`src/logic/saop_pkg.sv`:
```
// constants shared by the converter output pipeline
// assumes one sample clock; no software-visible registers
package saop_pkg;

    localparam int COARSE_W = 5;
    localparam int FINE_W = 6;
    localparam int RESULT_W = 10;
    // half of the fine range overlaps the coarse step
    localparam logic [5:0] FINE_OFFSET = 6'h10;
    localparam logic [9:0] POS_FULL_SCALE = 10'h1FF;
    localparam logic [9:0] NEG_FULL_SCALE = 10'h200;
    localparam logic [11:0] OFFSET_MAX = 12'h3FF;
    // edges from capture to output latch
    localparam int LATENCY_EDGES = 3;
    localparam int FILL_EDGES = 4;
    localparam logic [2:0] FILL_DONE = 3'h3;
    localparam logic [2:0] FILL_RESET = 3'h0;
    localparam int CLK_PERIOD_PS = 10000;
    localparam int RECOVERY_PS = 3000;
    // longest time rounds down, but never below one cycle
    localparam int RECOVERY_CYCLES = (RECOVERY_PS / CLK_PERIOD_PS) < 1 ? 1 : (RECOVERY_PS / CLK_PERIOD_PS);
    localparam int MIN_RATE_MSPS = 40;

    typedef enum logic [1:0] {
        SAOP_FILL = 2'b01,
        SAOP_RUN = 2'b10
    } saop_fill_t;

endpackage

```
`src/logic/saop_correct.sv`:
```
// overlap correction: coarse and fine estimates to one two's complement word
// assumes the fine stage spans twice a coarse step, centred on it
`timescale 1ns/10ps
module saop_correct #(
    parameter int COARSE_W = 5,
    parameter int FINE_W = 6,
    parameter int RESULT_W = 10
) (
    input wire logic [COARSE_W-1:0] coarse_i,
    input wire logic [FINE_W-1:0] fine_i,
    output logic [RESULT_W-1:0] word_o,
    output logic clip_high_o,
    output logic clip_low_o
);

    logic [11:0] sum;

    always_comb
    begin
        // offset binary; a slightly negative or overfull sum means stage mismatch at the span edges
        sum = {2'h0, coarse_i, 5'h00} + {6'h00, fine_i} - {6'h00, saop_pkg::FINE_OFFSET};
        clip_low_o = sum[11];
        clip_high_o = !sum[11] && (sum > saop_pkg::OFFSET_MAX);
        if (clip_low_o)
        begin
            word_o = saop_pkg::NEG_FULL_SCALE;
        end
        else if (clip_high_o)
        begin
            word_o = saop_pkg::POS_FULL_SCALE;
        end
        else
        begin
            // flipping the top bit turns offset binary into two's complement
            word_o = {~sum[9], sum[8:0]};
        end
    end

endmodule

```
`src/logic/saop_pipeline.sv`:
```
// digital back end of a subranging sampling converter: capture, correction,
// saturation and a latched output three sample edges after capture
// assumes sys_clk_i is the sample clock and the quantiser outputs settle on it
`timescale 1ns/10ps
// Contract
// - each rising sample edge captures a new sample, held through its conversion.
// - five coarse and six fine bits merge, overlap corrected, into ten bits.
// - sample from edge N appears on the outputs after edge N+3.
// - output word is latched, changing only on rising sample edges.
// - range flag is high exactly when the sample lies outside the span.
// - out-of-span samples force 1FFh above span or 200h below.
// - once input returns inside span, conversion resumes within one cycle.
// - result bits are two's complement with bit nine the most significant.
module saop_pipeline #(
    parameter int COARSE_W = saop_pkg::COARSE_W,
    parameter int FINE_W = saop_pkg::FINE_W,
    parameter int RESULT_W = saop_pkg::RESULT_W
) (
    input wire logic sys_clk_i,
    input wire logic srst_i,
    input wire logic [COARSE_W-1:0] coarse_code_i,
    input wire logic [FINE_W-1:0] fine_code_i,
    input wire logic above_span_i,
    input wire logic below_span_i,
    output logic [RESULT_W-1:0] result_bits_o,
    output logic range_flag_o,
    output logic data_valid_o
);

    // data stages carry no reset: they are flushed by clocking, as in the analog part
    logic [COARSE_W-1:0] cap_coarse_reg, cap_coarse_next;
    logic [FINE_W-1:0] cap_fine_reg, cap_fine_next;
    logic cap_above_reg, cap_above_next;
    logic cap_below_reg, cap_below_next;
    logic [RESULT_W-1:0] conv_word;
    logic clip_high, clip_low;
    logic [RESULT_W-1:0] sat_word_reg, sat_word_next;
    logic sat_flag_reg, sat_flag_next;
    logic [RESULT_W-1:0] mid_word_reg, mid_word_next;
    logic mid_flag_reg, mid_flag_next;
    logic [RESULT_W-1:0] out_word_reg, out_word_next;
    logic out_flag_reg, out_flag_next;
    saop_pkg::saop_fill_t fill_reg, fill_next;
    logic [2:0] fill_cnt_reg, fill_cnt_next;

    saop_correct #(
        .COARSE_W(COARSE_W),
        .FINE_W(FINE_W),
        .RESULT_W(RESULT_W)
    ) u_correct (
        .coarse_i(cap_coarse_reg),
        .fine_i(cap_fine_reg),
        .word_o(conv_word),
        .clip_high_o(clip_high),
        .clip_low_o(clip_low)
    );

    always_comb
    begin
        // a fresh sample every edge, frozen until the next one
        cap_coarse_next = coarse_code_i;
        cap_fine_next = fine_code_i;
        cap_above_next = above_span_i;
        cap_below_next = below_span_i;
        // comparators override the quantiser; above wins if both claim
        if (cap_above_reg)
        begin
            sat_word_next = saop_pkg::POS_FULL_SCALE;
        end
        else if (cap_below_reg)
        begin
            sat_word_next = saop_pkg::NEG_FULL_SCALE;
        end
        else
        begin
            // no memory of earlier samples, so recovery is the very next sample
            sat_word_next = conv_word;
        end
        sat_flag_next = cap_above_reg || cap_below_reg;
        mid_word_next = sat_word_reg;
        mid_flag_next = sat_flag_reg;
        out_word_next = mid_word_reg;
        out_flag_next = mid_flag_reg;
    end

    always_ff @(posedge sys_clk_i)
    begin
        cap_coarse_reg <= cap_coarse_next;
        cap_fine_reg <= cap_fine_next;
        cap_above_reg <= cap_above_next;
        cap_below_reg <= cap_below_next;
        sat_word_reg <= sat_word_next;
        sat_flag_reg <= sat_flag_next;
        mid_word_reg <= mid_word_next;
        mid_flag_reg <= mid_flag_next;
        // output latch only moves on the rising edge
        out_word_reg <= out_word_next;
        out_flag_reg <= out_flag_next;
    end

    // fill tracker: marks words that come from real samples after reset
    always_comb
    begin
        fill_next = fill_reg;
        fill_cnt_next = fill_cnt_reg;
        unique case (fill_reg)
            saop_pkg::SAOP_FILL:
            begin
                fill_cnt_next = fill_cnt_reg + 3'h1;
                if (fill_cnt_reg == saop_pkg::FILL_DONE)
                begin
                    fill_next = saop_pkg::SAOP_RUN;
                end
            end
            saop_pkg::SAOP_RUN:
            begin
                fill_cnt_next = fill_cnt_reg;
            end
            default:
            begin
                fill_next = saop_pkg::SAOP_FILL;
                fill_cnt_next = saop_pkg::FILL_RESET;
            end
        endcase
    end

    always_ff @(posedge sys_clk_i)
    begin
        if (srst_i)
        begin
            fill_reg <= saop_pkg::SAOP_FILL;
            fill_cnt_reg <= saop_pkg::FILL_RESET;
        end
        else
        begin
            fill_reg <= fill_next;
            fill_cnt_reg <= fill_cnt_next;
        end
    end

    // two's complement, bit nine the sign
    assign result_bits_o = out_word_reg;
    assign range_flag_o = out_flag_reg;
    assign data_valid_o = (fill_reg == saop_pkg::SAOP_RUN);

    // checks only look at words that stem from real samples
    logic chk_off;
    logic [11:0] ob_sum;
    assign chk_off = srst_i || !data_valid_o;
    assign ob_sum = {2'h0, cap_coarse_reg, 5'h00} + {6'h00, cap_fine_reg} - {6'h00, saop_pkg::FINE_OFFSET};

    capture_freeze_a: assert property (@(posedge sys_clk_i) disable iff (chk_off)
        cap_coarse_reg == $past(coarse_code_i) && cap_fine_reg == $past(fine_code_i))
        else $error("captured sample differs from inputs at the edge");

    overlap_merge_a: assert property (@(posedge sys_clk_i) disable iff (chk_off)
        (!ob_sum[11] && ob_sum <= 12'h3FF) |-> conv_word == {~ob_sum[9], ob_sum[8:0]})
        else $error("corrected word does not match coarse and fine sum");

    // the word sampled here left the correction stage three edges ago
    three_edge_latency_a: assert property (@(posedge sys_clk_i) disable iff (chk_off)
        !$past(cap_above_reg, 3) && !$past(cap_below_reg, 3) |-> result_bits_o == $past(conv_word, 3))
        else $error("output word not from the sample three edges back");

    output_hold_a: assert property (@(posedge sys_clk_i) disable iff (chk_off)
        result_bits_o == $past(mid_word_reg) && $stable(result_bits_o) == ($past(mid_word_reg) == $past(result_bits_o)))
        else $error("output latch changed without a new word");

    flag_match_a: assert property (@(posedge sys_clk_i) disable iff (chk_off)
        range_flag_o == ($past(above_span_i, 4) || $past(below_span_i, 4)))
        else $error("range flag disagrees with the sample it marks");

    sat_high_a: assert property (@(posedge sys_clk_i) disable iff (chk_off)
        $past(above_span_i, 4) |-> result_bits_o == 10'h1FF && range_flag_o)
        else $error("above-span sample not forced to positive full scale");

    sat_low_a: assert property (@(posedge sys_clk_i) disable iff (chk_off)
        !$past(above_span_i, 4) && $past(below_span_i, 4) |-> result_bits_o == 10'h200 && range_flag_o)
        else $error("below-span sample not forced to negative full scale");

    span_recover_a: assert property (@(posedge sys_clk_i) disable iff (chk_off)
        $rose(cap_above_reg) ##1 !cap_above_reg && !cap_below_reg |-> ##3 !range_flag_o)
        else $error("no recovery on the first in-span sample");

    sign_bit_a: assert property (@(posedge sys_clk_i) disable iff (chk_off)
        $past(sat_flag_reg, 2) == 1'b0 && $past(ob_sum, 3) < 12'h200 |-> result_bits_o[9])
        else $error("lower half of span not negative in two's complement");

    // fixed point of the overlap: mid-scale coarse plus the offset fine code is zero
    mid_scale_a: assert property (@(posedge sys_clk_i) disable iff (chk_off)
        cap_coarse_reg == 5'h10 && cap_fine_reg == 6'h10 |-> conv_word == 10'h000)
        else $error("mid-scale sample not coded as zero");

    // a raised flag always stands beside a saturated word of the same sample
    flag_word_pair_a: assert property (@(posedge sys_clk_i) disable iff (chk_off)
        range_flag_o |-> (result_bits_o == saop_pkg::POS_FULL_SCALE || result_bits_o == saop_pkg::NEG_FULL_SCALE))
        else $error("range flag beside a word that is not full scale");

    // once filled, only a new reset may drop the valid marker
    valid_hold_a: assert property (@(posedge sys_clk_i) disable iff (srst_i)
        data_valid_o |=> data_valid_o)
        else $error("valid marker dropped without a reset");

    fill_count_a: assert property (@(posedge sys_clk_i) disable iff (srst_i)
        $fell(srst_i) |-> !data_valid_o [*4] ##1 data_valid_o)
        else $error("valid marker not raised on the fourth edge");

    cover_over_span_c: cover property (@(posedge sys_clk_i) disable iff (chk_off)
        range_flag_o && result_bits_o == 10'h1FF);
    cover_under_span_c: cover property (@(posedge sys_clk_i) disable iff (chk_off)
        range_flag_o && result_bits_o == 10'h200);
    cover_clip_c: cover property (@(posedge sys_clk_i) disable iff (chk_off)
        clip_high || clip_low);
    cover_recover_c: cover property (@(posedge sys_clk_i) disable iff (chk_off)
        range_flag_o ##1 !range_flag_o);
    cover_fill_done_c: cover property (@(posedge sys_clk_i) disable iff (srst_i)
        !data_valid_o ##1 data_valid_o);

endmodule

```
`config.mk`:
```
export PLATFORM = sky130hd
export DESIGN_NAME = saop_pipeline
export DESIGN_NICKNAME = d
export VERILOG_FILES = /design/src/logic/saop_pkg.sv /design/src/logic/saop_correct.sv /design/src/logic/saop_pipeline.sv
export SDC_FILE = /design/constraint.sdc
export NUM_CORES = 1
export LEC_CHECK = 0
export CAP_MARGIN = 20
export CORE_ASPECT_RATIO = 1.2
export CORE_MARGIN = 4
export CORE_UTILIZATION = 59
export DETAILED_ROUTE_END_ITERATION = 10
export DONT_BUFFER_PORTS = 1
export GPL_ROUTABILITY_DRIVEN = 0
export HOLD_SLACK_MARGIN = 0.06
export PLACE_DENSITY_LB_ADDON = 0.12
export SLEW_MARGIN = 20
export SYNTH_ARGS = -nofsm -noshare
export SYNTH_HDL_FRONTEND = slang
export SYNTH_HIERARCHICAL = 1
export SYNTH_SLANG_ARGS = --single-unit
```
`constraint.sdc`:
```
create_clock -name sys_clk_i -period 3.12 [get_ports sys_clk_i]
set_input_delay 0.312 -clock sys_clk_i [delete_from_list [all_inputs] [get_ports sys_clk_i]]
set_output_delay 0.312 -clock sys_clk_i [all_outputs]
set_load 0.1 [all_outputs]
```
======== After elaboration in Yosys (flattened, before gate mapping) ========
Cells that the tools add are included.
cells by class
  add/subtract/negate cells ............... 3
  magnitude comparators ................... 1
  equal/unequal tests ..................... 4
  muxes and demuxes ....................... 6
  bitwise operators ....................... 2
  reduce and logical (&&, ||, !) cells .... 4
operators with widths
  cell                   number
  $mux 10                3
  $gt 12x10->1 const B   1
  $sub 11x5->12 const B  1
  $add 10x6->11          1
  $pmux 3 s2             1
  $pmux 2 s2             1
  $add 3x1->3 const B    1
  $eq 3x2->1 const B     1
  $eq 2x1->1 const B     1
  $eq 2x2->1 const B     1
  $mux 2                 1
  $ne 2x2->1 const B     1
  $not 1->1              2
  $reduce_and 2->1       1
  $logic_and 1x1->1      1
  $logic_not 1->1        1
  $logic_or 1x1->1       1
word-level totals
  register bits ........................... 51
  bits of input ports ..................... 15
  output and inout bits ................... 12
  logic and storage cells ................. 32

======== Longest topological paths before layout ========
Gate-level depths: netlist (run 1).
  depth after elaboration ................. 7
  mapped depth ............................ 11
  depth with buffers taken out ............ 11

======== By module ========
Netlist (run 1), hierarchy kept.
modules (own cells, without submodules)
  module         instances  cells an instance  area each (um^2)  sequential area each (um^2)
  saop_pipeline  1          81                 1228.7            1021.0
  saop_correct   1          54                 381.6             0.0

======== Least setup slack after synthesis (run 1) ========
OpenSTA, ideal clock, no wires.
  path type ............................... register -> register
  start point ............................. register cap_coarse_reg[0]
  end point ............................... register sat_word_reg[7], in the netlist mid_word_next[7]
  library setup time ...................... 0.114 ns
  arrival time ............................ 2.202 ns
  path slack .............................. 0.804 ns
  stages on the path, launching flop included .. 12
  path buffers ............................ 1
  period minus slack after synthesis ...... 2.316 ns
  cells stage by stage .................... dfxtp_1 inv_1 ha_1 inv_1 ha_1 fa_1 a21o_1 a21oi_1 and2_1 clkbuf_1 a31oi_1 a21o_1
between the ends
  longest elaborated chain between the ends .. 7
  elaborated cells between the ends (all ways) .. 8
  those cells by class .................... add/sub (2); order compare (1); mux (3); reduce/logical (2)
RTL lines
  element                                          RTL line             text
  from (decl)                                      saop_pipeline.sv:31  logic [COARSE_W-1:0] cap_coarse_reg, cap_coarse_next;
  from (signal assigned)                           saop_pipeline.sv:88  cap_coarse_reg <= cap_coarse_next;
  $add 10x6->11 (*)                                n/a
  $sub 11x5->12 (*)                                saop_correct.sv:21   sum = {2'h0, coarse_i, 5'h00} + {6'h00, fine_i} - {6'h00, saop_pkg::FINE_OFFSET};
  named net clip_low                               saop_pipeline.sv:36  logic clip_high, clip_low;
  $gt 12x10->1 or $logic_not 1->1 (tied branches)  saop_correct.sv:23   clip_high_o = !sum[11] && (sum > saop_pkg::OFFSET_MAX);
  $logic_and 1x1->1                                saop_correct.sv:23
  $mux 10                                          saop_correct.sv:28   else if (clip_high_o)
  $mux 10 (*)                                      saop_correct.sv:24   if (clip_low_o)
  named net conv_word[7]                           saop_pipeline.sv:35  logic [RESULT_W-1:0] conv_word;
  $mux 10 (*)                                      saop_pipeline.sv:70  else if (cap_below_reg)
  to (signal assigned)                             saop_pipeline.sv:92  sat_word_reg <= sat_word_next;
  to (decl)                                        saop_pipeline.sv:37  logic [RESULT_W-1:0] sat_word_reg, sat_word_next;
The timed path passes the listed nets; every way through them passes the cells marked *.
A chain may end at the register's enable or synchronous reset.

======== Worst setup path in the final report (run 1) ========
  start point ............................. register cap_coarse_reg[0]
  end point ............................... register sat_word_reg[6], in the netlist mid_word_next[6]
The elaborated chain is that of the path after synthesis.

==> results of run 1 <==
-- cells in the final DEF, fill, tap and decap left out --
master          n
dfxtp_1        51
inv_1          18
dlygate4sd3_1  14
a21o_1         12
ha_1            9
a31oi_1         8
a21oi_1         7
clkbuf_4        5
nand3b_1        4
xnor2_1         4
nor2_1          3
or2b_1          1
or2_2           1
clkinv_1        1
or3b_1          1
or4b_1          1
o31ai_1         1
clkinv_4        1
clkinv_2        1
bufinv_16       1
and2_1          1
and4_4          1
o31ai_2         1
or4_4           1
nor2b_1         1
nor3_1          1
a311oi_1        1
a31o_1          1
fa_1            1
-- worst paths after layout --
path	startpoint	to	slack [ns]	cells after the start
max	cap_coarse_reg[0]	mid_word_next[6]	0.72	10
min	srst_i	fill_cnt_reg[2]	0.14	2
max reg2reg	cap_coarse_reg[0]	mid_word_next[6]	0.72	10
min reg2reg	mid_word_reg[9]	result_bits_o[9]	0.33	0
-- through the flow --
step,utilization [%],worst slack [ns],hold slack [ns],cells
2_1_floorplan,-,0.828,0.310,134
3_3_place_gp,63.2,0.836,0.311,164
3_5_place_dp,63.2,0.766,0.313,164
4_1_cts,71.7,0.727,0.128,186
5_1_grt,71.7,0.520,0.111,186
6_report,71.7,0.719,0.145,186
-- worst max-delay path: cells and delay by family (launching register included) --
family                   cells  cell delay, ns
AO/OA/AOI/OAI                4            0.68
adder cells (fa/ha/maj)      3            0.88
buffers and inverters        2            0.08
flip-flops                   1            0.33
AND/OR/NAND/NOR              1            0.34
-- power by group through the flow --
stage | Clock, mW | Combinational (mW) | Sequential [mW]
global placement | 0 | 0.0920 | 0.830
finish | 0.359 | 0.111 | 0.817
detailed placement | 0 | 0.0954 | 0.833
CTS | 0.370 | 0.111 | 0.818
global route | 0.398 | 0.127 | 0.823
floorplan | 0 | 0.0853 | 0.824
-- layout make-up --
| type | count | area (um^2) | area share [%] |
|---|---|---|---|
| Clock inverter | 3 | 43.8 | 2.37 |
| Clock buffer | 5 | 37.5 | 2.03 |
| Timing Repair Buffer | 14 | 140 | 7.58 |
| Sequential cell | 51 | 1020 | 55.2 |
| Tap cell | 33 | 41.3 | 2.23 |
| Multi-Input combinational cell | 61 | 494 | 26.7 |
| Inverter | 19 | 71.3 | 3.86 |
-- metal layers --
layer | global-route usage [%] | vias to the layer above | part of all wire (%)
met5 | 0 | - | 0
met1 | 13.4 | 420 | 37
li1 | - | 486 | -
met2 | 28.1 | 28 | 55
met4 | 9.12 | 0 | 1.6
met3 | 4.32 | 4 | 6.5
==> out/metrics.csv, run 1 <==
metric,value,unit
cp_slowest_cell,fa_1,
post_cts_resized,0,
p_comb_share,8.6,%
start_util,62.3,%
nets,177,
synthesis.area,1610,um^2
total_power,1.29,mW
portBuffers,0,
hold_viol_final,0,
ir_drop,0.390,mV
max_clock_freq,417,MHz
status,"finished, final reports clean",
p_sw_share,27.7,%
start_kind,register,
grt_use_total,14.7,%
crit_arrival,2.65,ns
synth_cells,134,
clock_sinks,51,
intPower,931,uW
grt_pass1_wl,3960,um
num-fill-cells,187,
postLayoutCellArea,1850,um^2
path_max_fanout,10,
criticalPathCategory,reg2reg,
via_per_inst,5.04,
grt_overflow,0,
finClkSkew,0.0105,ns
drtIter0Drc,12,
cts_buffer_depth,2,
coreArea,2580,um^2
drc,0,
ctsHoldBuffers,14,
power_density,696,nW/um^2
cts_buffers,5,
rsz0062_at_grt,no,
antenna_found_initial,0,
final_max_slew_viol_count,0,
worstMarginPinSlew,0.951,ns
syn_area_per_cell,12.0,um^2
syn_nets,159,
wl,2270,um
ant_nets,0,
htreeDepth,2,
setup_viol,0,
die_area,3620,um^2
die_h,65.1,um
die_w,55.6,um
clk_pin_slew_worst_paths,0.14,ns
maxCapViolations,0,
yosysWarningCount,6,
min_period,2.40,ns
vias,938,
crit_required,3.37,ns
antenna_cells,0,
post_drt_wl_per_cell,12.2,um
hpwlAfterDp,1620,um
share_seq_of_total_power,63.5,%
p_leak,0.847,nW
fin_crit_sh,77.0,%
layout-drive-gt1-share,7.84,%
worstPathCellList,"inv_1, ha_1, inv_1, ha_1, fa_1, a21o_1, a21oi_1, and2_1, a31oi_1, a21o_1",
worstSkewPairLatency,0.35,ns
setup_tns,0,ns
max_stage_delay,0.40,ns
power.net_switching,356,uW
io-pin-count,27,
post-cts-setup-buffer-count,0,
grt_max_degree,17,
placed_cell_area,1630,um^2
drt_pass1_iterations,4,
holdCritPathClass,in2reg,
clockRootBuffer,clkbuf_4,
endpoint_kind,register,
p_clk_share,27.9,%
cts_tree,done,
fp-row-count,20,
grt_pass1_vias,928,
area_delta_synth_final,15.2,%
relSlewSlack,36.5,%
Power figures use the tool's default switching activity.
==> run 2: changes to the inputs <==
--- a/config.mk
+++ b/config.mk
@@ -5,6 +5,7 @@
 export SDC_FILE = /design/constraint.sdc
 export NUM_CORES = 1
 export LEC_CHECK = 0
+export ABC_AREA = 1
 export CAP_MARGIN = 20
 export CORE_ASPECT_RATIO = 1.2
 export CORE_MARGIN = 4
==> constraint.sdc (replaced) <==
create_clock -name sys_clk_i -period 2.4 [get_ports sys_clk_i]
set_input_delay 0.24 -clock sys_clk_i [delete_from_list [all_inputs] [get_ports sys_clk_i]]
set_output_delay 0.24 -clock sys_clk_i [all_outputs]
set_load 0.1 [all_outputs]
==> run 2 against run 1 <==
Against the previous run:
- routed wire length shrank 5.0%
- global-route usage down 0.32 points
- worst setup slack worse by 0.42 ns
==> out/metrics.csv, run 2 <==
metric,value,unit
clockRootBuffer,clkbuf_4,
fp-row-count,20,
grt_max_degree,18,
worstMarginPinSlew,0.936,ns
start_util,61.9,%
power.net_switching,482,uW
worstSkewPairLatency,0.36,ns
cts_buffer_depth,2,
hpwlAfterDp,1610,um
num-fill-cells,213,
ant_nets,0,
rsz0062_at_grt,no,
share_seq_of_total_power,66.9,%
fin_crit_sh,87.6,%
yosysWarningCount,6,
layout-drive-gt1-share,9.44,%
p_clk_share,23.9,%
finClkSkew,0.0135,ns
synth_cells,157,
p_comb_share,9.3,%
crit_required,2.67,ns
status,"finished, final reports clean",
final_cell_mix,"dfxtp_1 (51), nand2_1 (46), inv_1 (17)",
nets,204,
cts_buffers,5,
relSlewSlack,37.5,%
holdCritPathClass,reg2reg,
grt_pass1_wl,3960,um
maxCapViolations,0,
path_max_fanout,9,
post_drt_wl_per_cell,10.1,um
syn_nets,182,
start_kind,register,
hold_viol_final,0,
grt_use_total,14.4,%
max_stage_delay,0.42,ns
drt_pass1_iterations,4,
setup_viol,0,
finalNonFillerCells,213,
power_density,862,nW/um^2
p_leak,0.900,nW
p_sw_share,30.5,%
endpoint_kind,register,
antenna_cells,0,
path_delay_family,adder cells,
drc,0,
min_period,2.10,ns
htreeDepth,2,
io-pin-count,27,
synthesis.area,1580,um^2
antenna_found_initial,0,
die_area,3570,um^2
ir_drop,0.477,mV
clk_pin_slew_worst_paths,0.14,ns
area_delta_synth_final,15.9,%
crit_arrival,2.37,ns
grt_pass1_vias,989,
criticalPathCategory,reg2reg,
portBuffers,0,
worstPathCellList,"inv_1, ha_1, inv_1, ha_1, fa_1, nand3_1, nand3_2, nand3_4, o21ai_0, nand2_1, nand2_1",
cp_slowest_cell,fa_1,
drtIter0Drc,16,
placed_cell_area,1630,um^2
place_inst,191,
grt_overflow,0,
die_h,64.7,um
syn_area_per_cell,10.1,um^2
intPower,1.10,mW
final_max_slew_viol_count,0,
coreArea,2550,um^2
critPathBufInv,2,
cts_tree,done,
via_per_inst,4.77,
utilization,71.8,%
max_clock_freq,475,MHz
postLayoutCellArea,1830,um^2
clock_sinks,51,
setup_tns,0,ns
die_w,55.2,um
vias,1016,
final_common_cell,dfxtp_1,
post_cts_resized,0,
wl,2160,um
-- run 2: area by class of cell --
| cell class | count | area, um^2 | area share [%] |
|---|---|---|---|
| Sequential cell | 51 | 1020 | 55.7 |
| Multi-Input combinational cell | 84 | 477 | 26.0 |
| Timing Repair Buffer | 15 | 148 | 8.06 |
| Inverter | 22 | 82.6 | 4.51 |
| Tap cell | 33 | 41.3 | 2.25 |
| Clock buffer | 5 | 37.5 | 2.05 |
| Clock inverter | 3 | 25.0 | 1.37 |
-- run 2: power by group through the flow --
stage / logic (mW) / registers [mW] / clock network, mW
2_1_floorplan: 0.107 / 1.07 / 0
3_3_place_gp: 0.122 / 1.07 / 0
3_5_place_dp: 0.128 / 1.08 / 0
4_1_cts: 0.147 / 1.06 / 0.391
5_1_grt: 0.172 / 1.06 / 0.438
6_report: 0.146 / 1.06 / 0.377
-- run 2: path summary, 6_finish.rpt --
check	from	end	slack [ns]	cells after the start
min reg2reg	mid_word_reg[1]	result_bits_o[1]	0.33	0
max	cap_fine_reg[5]	mid_word_next[4]	0.30	11
max reg2reg	cap_fine_reg[5]	mid_word_next[4]	0.30	11
min	mid_word_reg[1]	result_bits_o[1]	0.33	0
-- run 2: through the flow --
step,total power [mW],worst slack [ns],hold WS [ns]
CTS,1.60,0.268,0.337
global route,1.67,0.123,0.344
detailed placement,1.21,0.280,0.268
finish,1.58,0.297,0.333
floorplan,1.18,0.452,0.268
global placement,1.20,0.389,0.268
-- run 2: worst reg2reg max path: stages, from the launching register on --
cell and delay, ns:
dfxtp_1 0.33, inv_1 0.04, ha_1 0.26, inv_1 0.04, ha_1 0.21, fa_1 0.42
nand3_1 0.13, nand3_2 0.19, nand3_4 0.18, o21ai_0 0.10, nand2_1 0.07, nand2_1 0.05
-- run 2: layer usage --
metal	up-vias	track usage (%)	share of wire, %
met5	-	0	0
met4	0	9.12	3.1
met3	8	6.57	7.5
met2	39	24.6	50
met1	442	13.9	40
li1	527	-	-
-- run 2: timing repair --
item / CTS / global route
buffers inserted: 0 / 0
hold buffers: 14 / 0
hold endpoints to repair: 18 / 0
setup endpoints to repair: 0 / 0
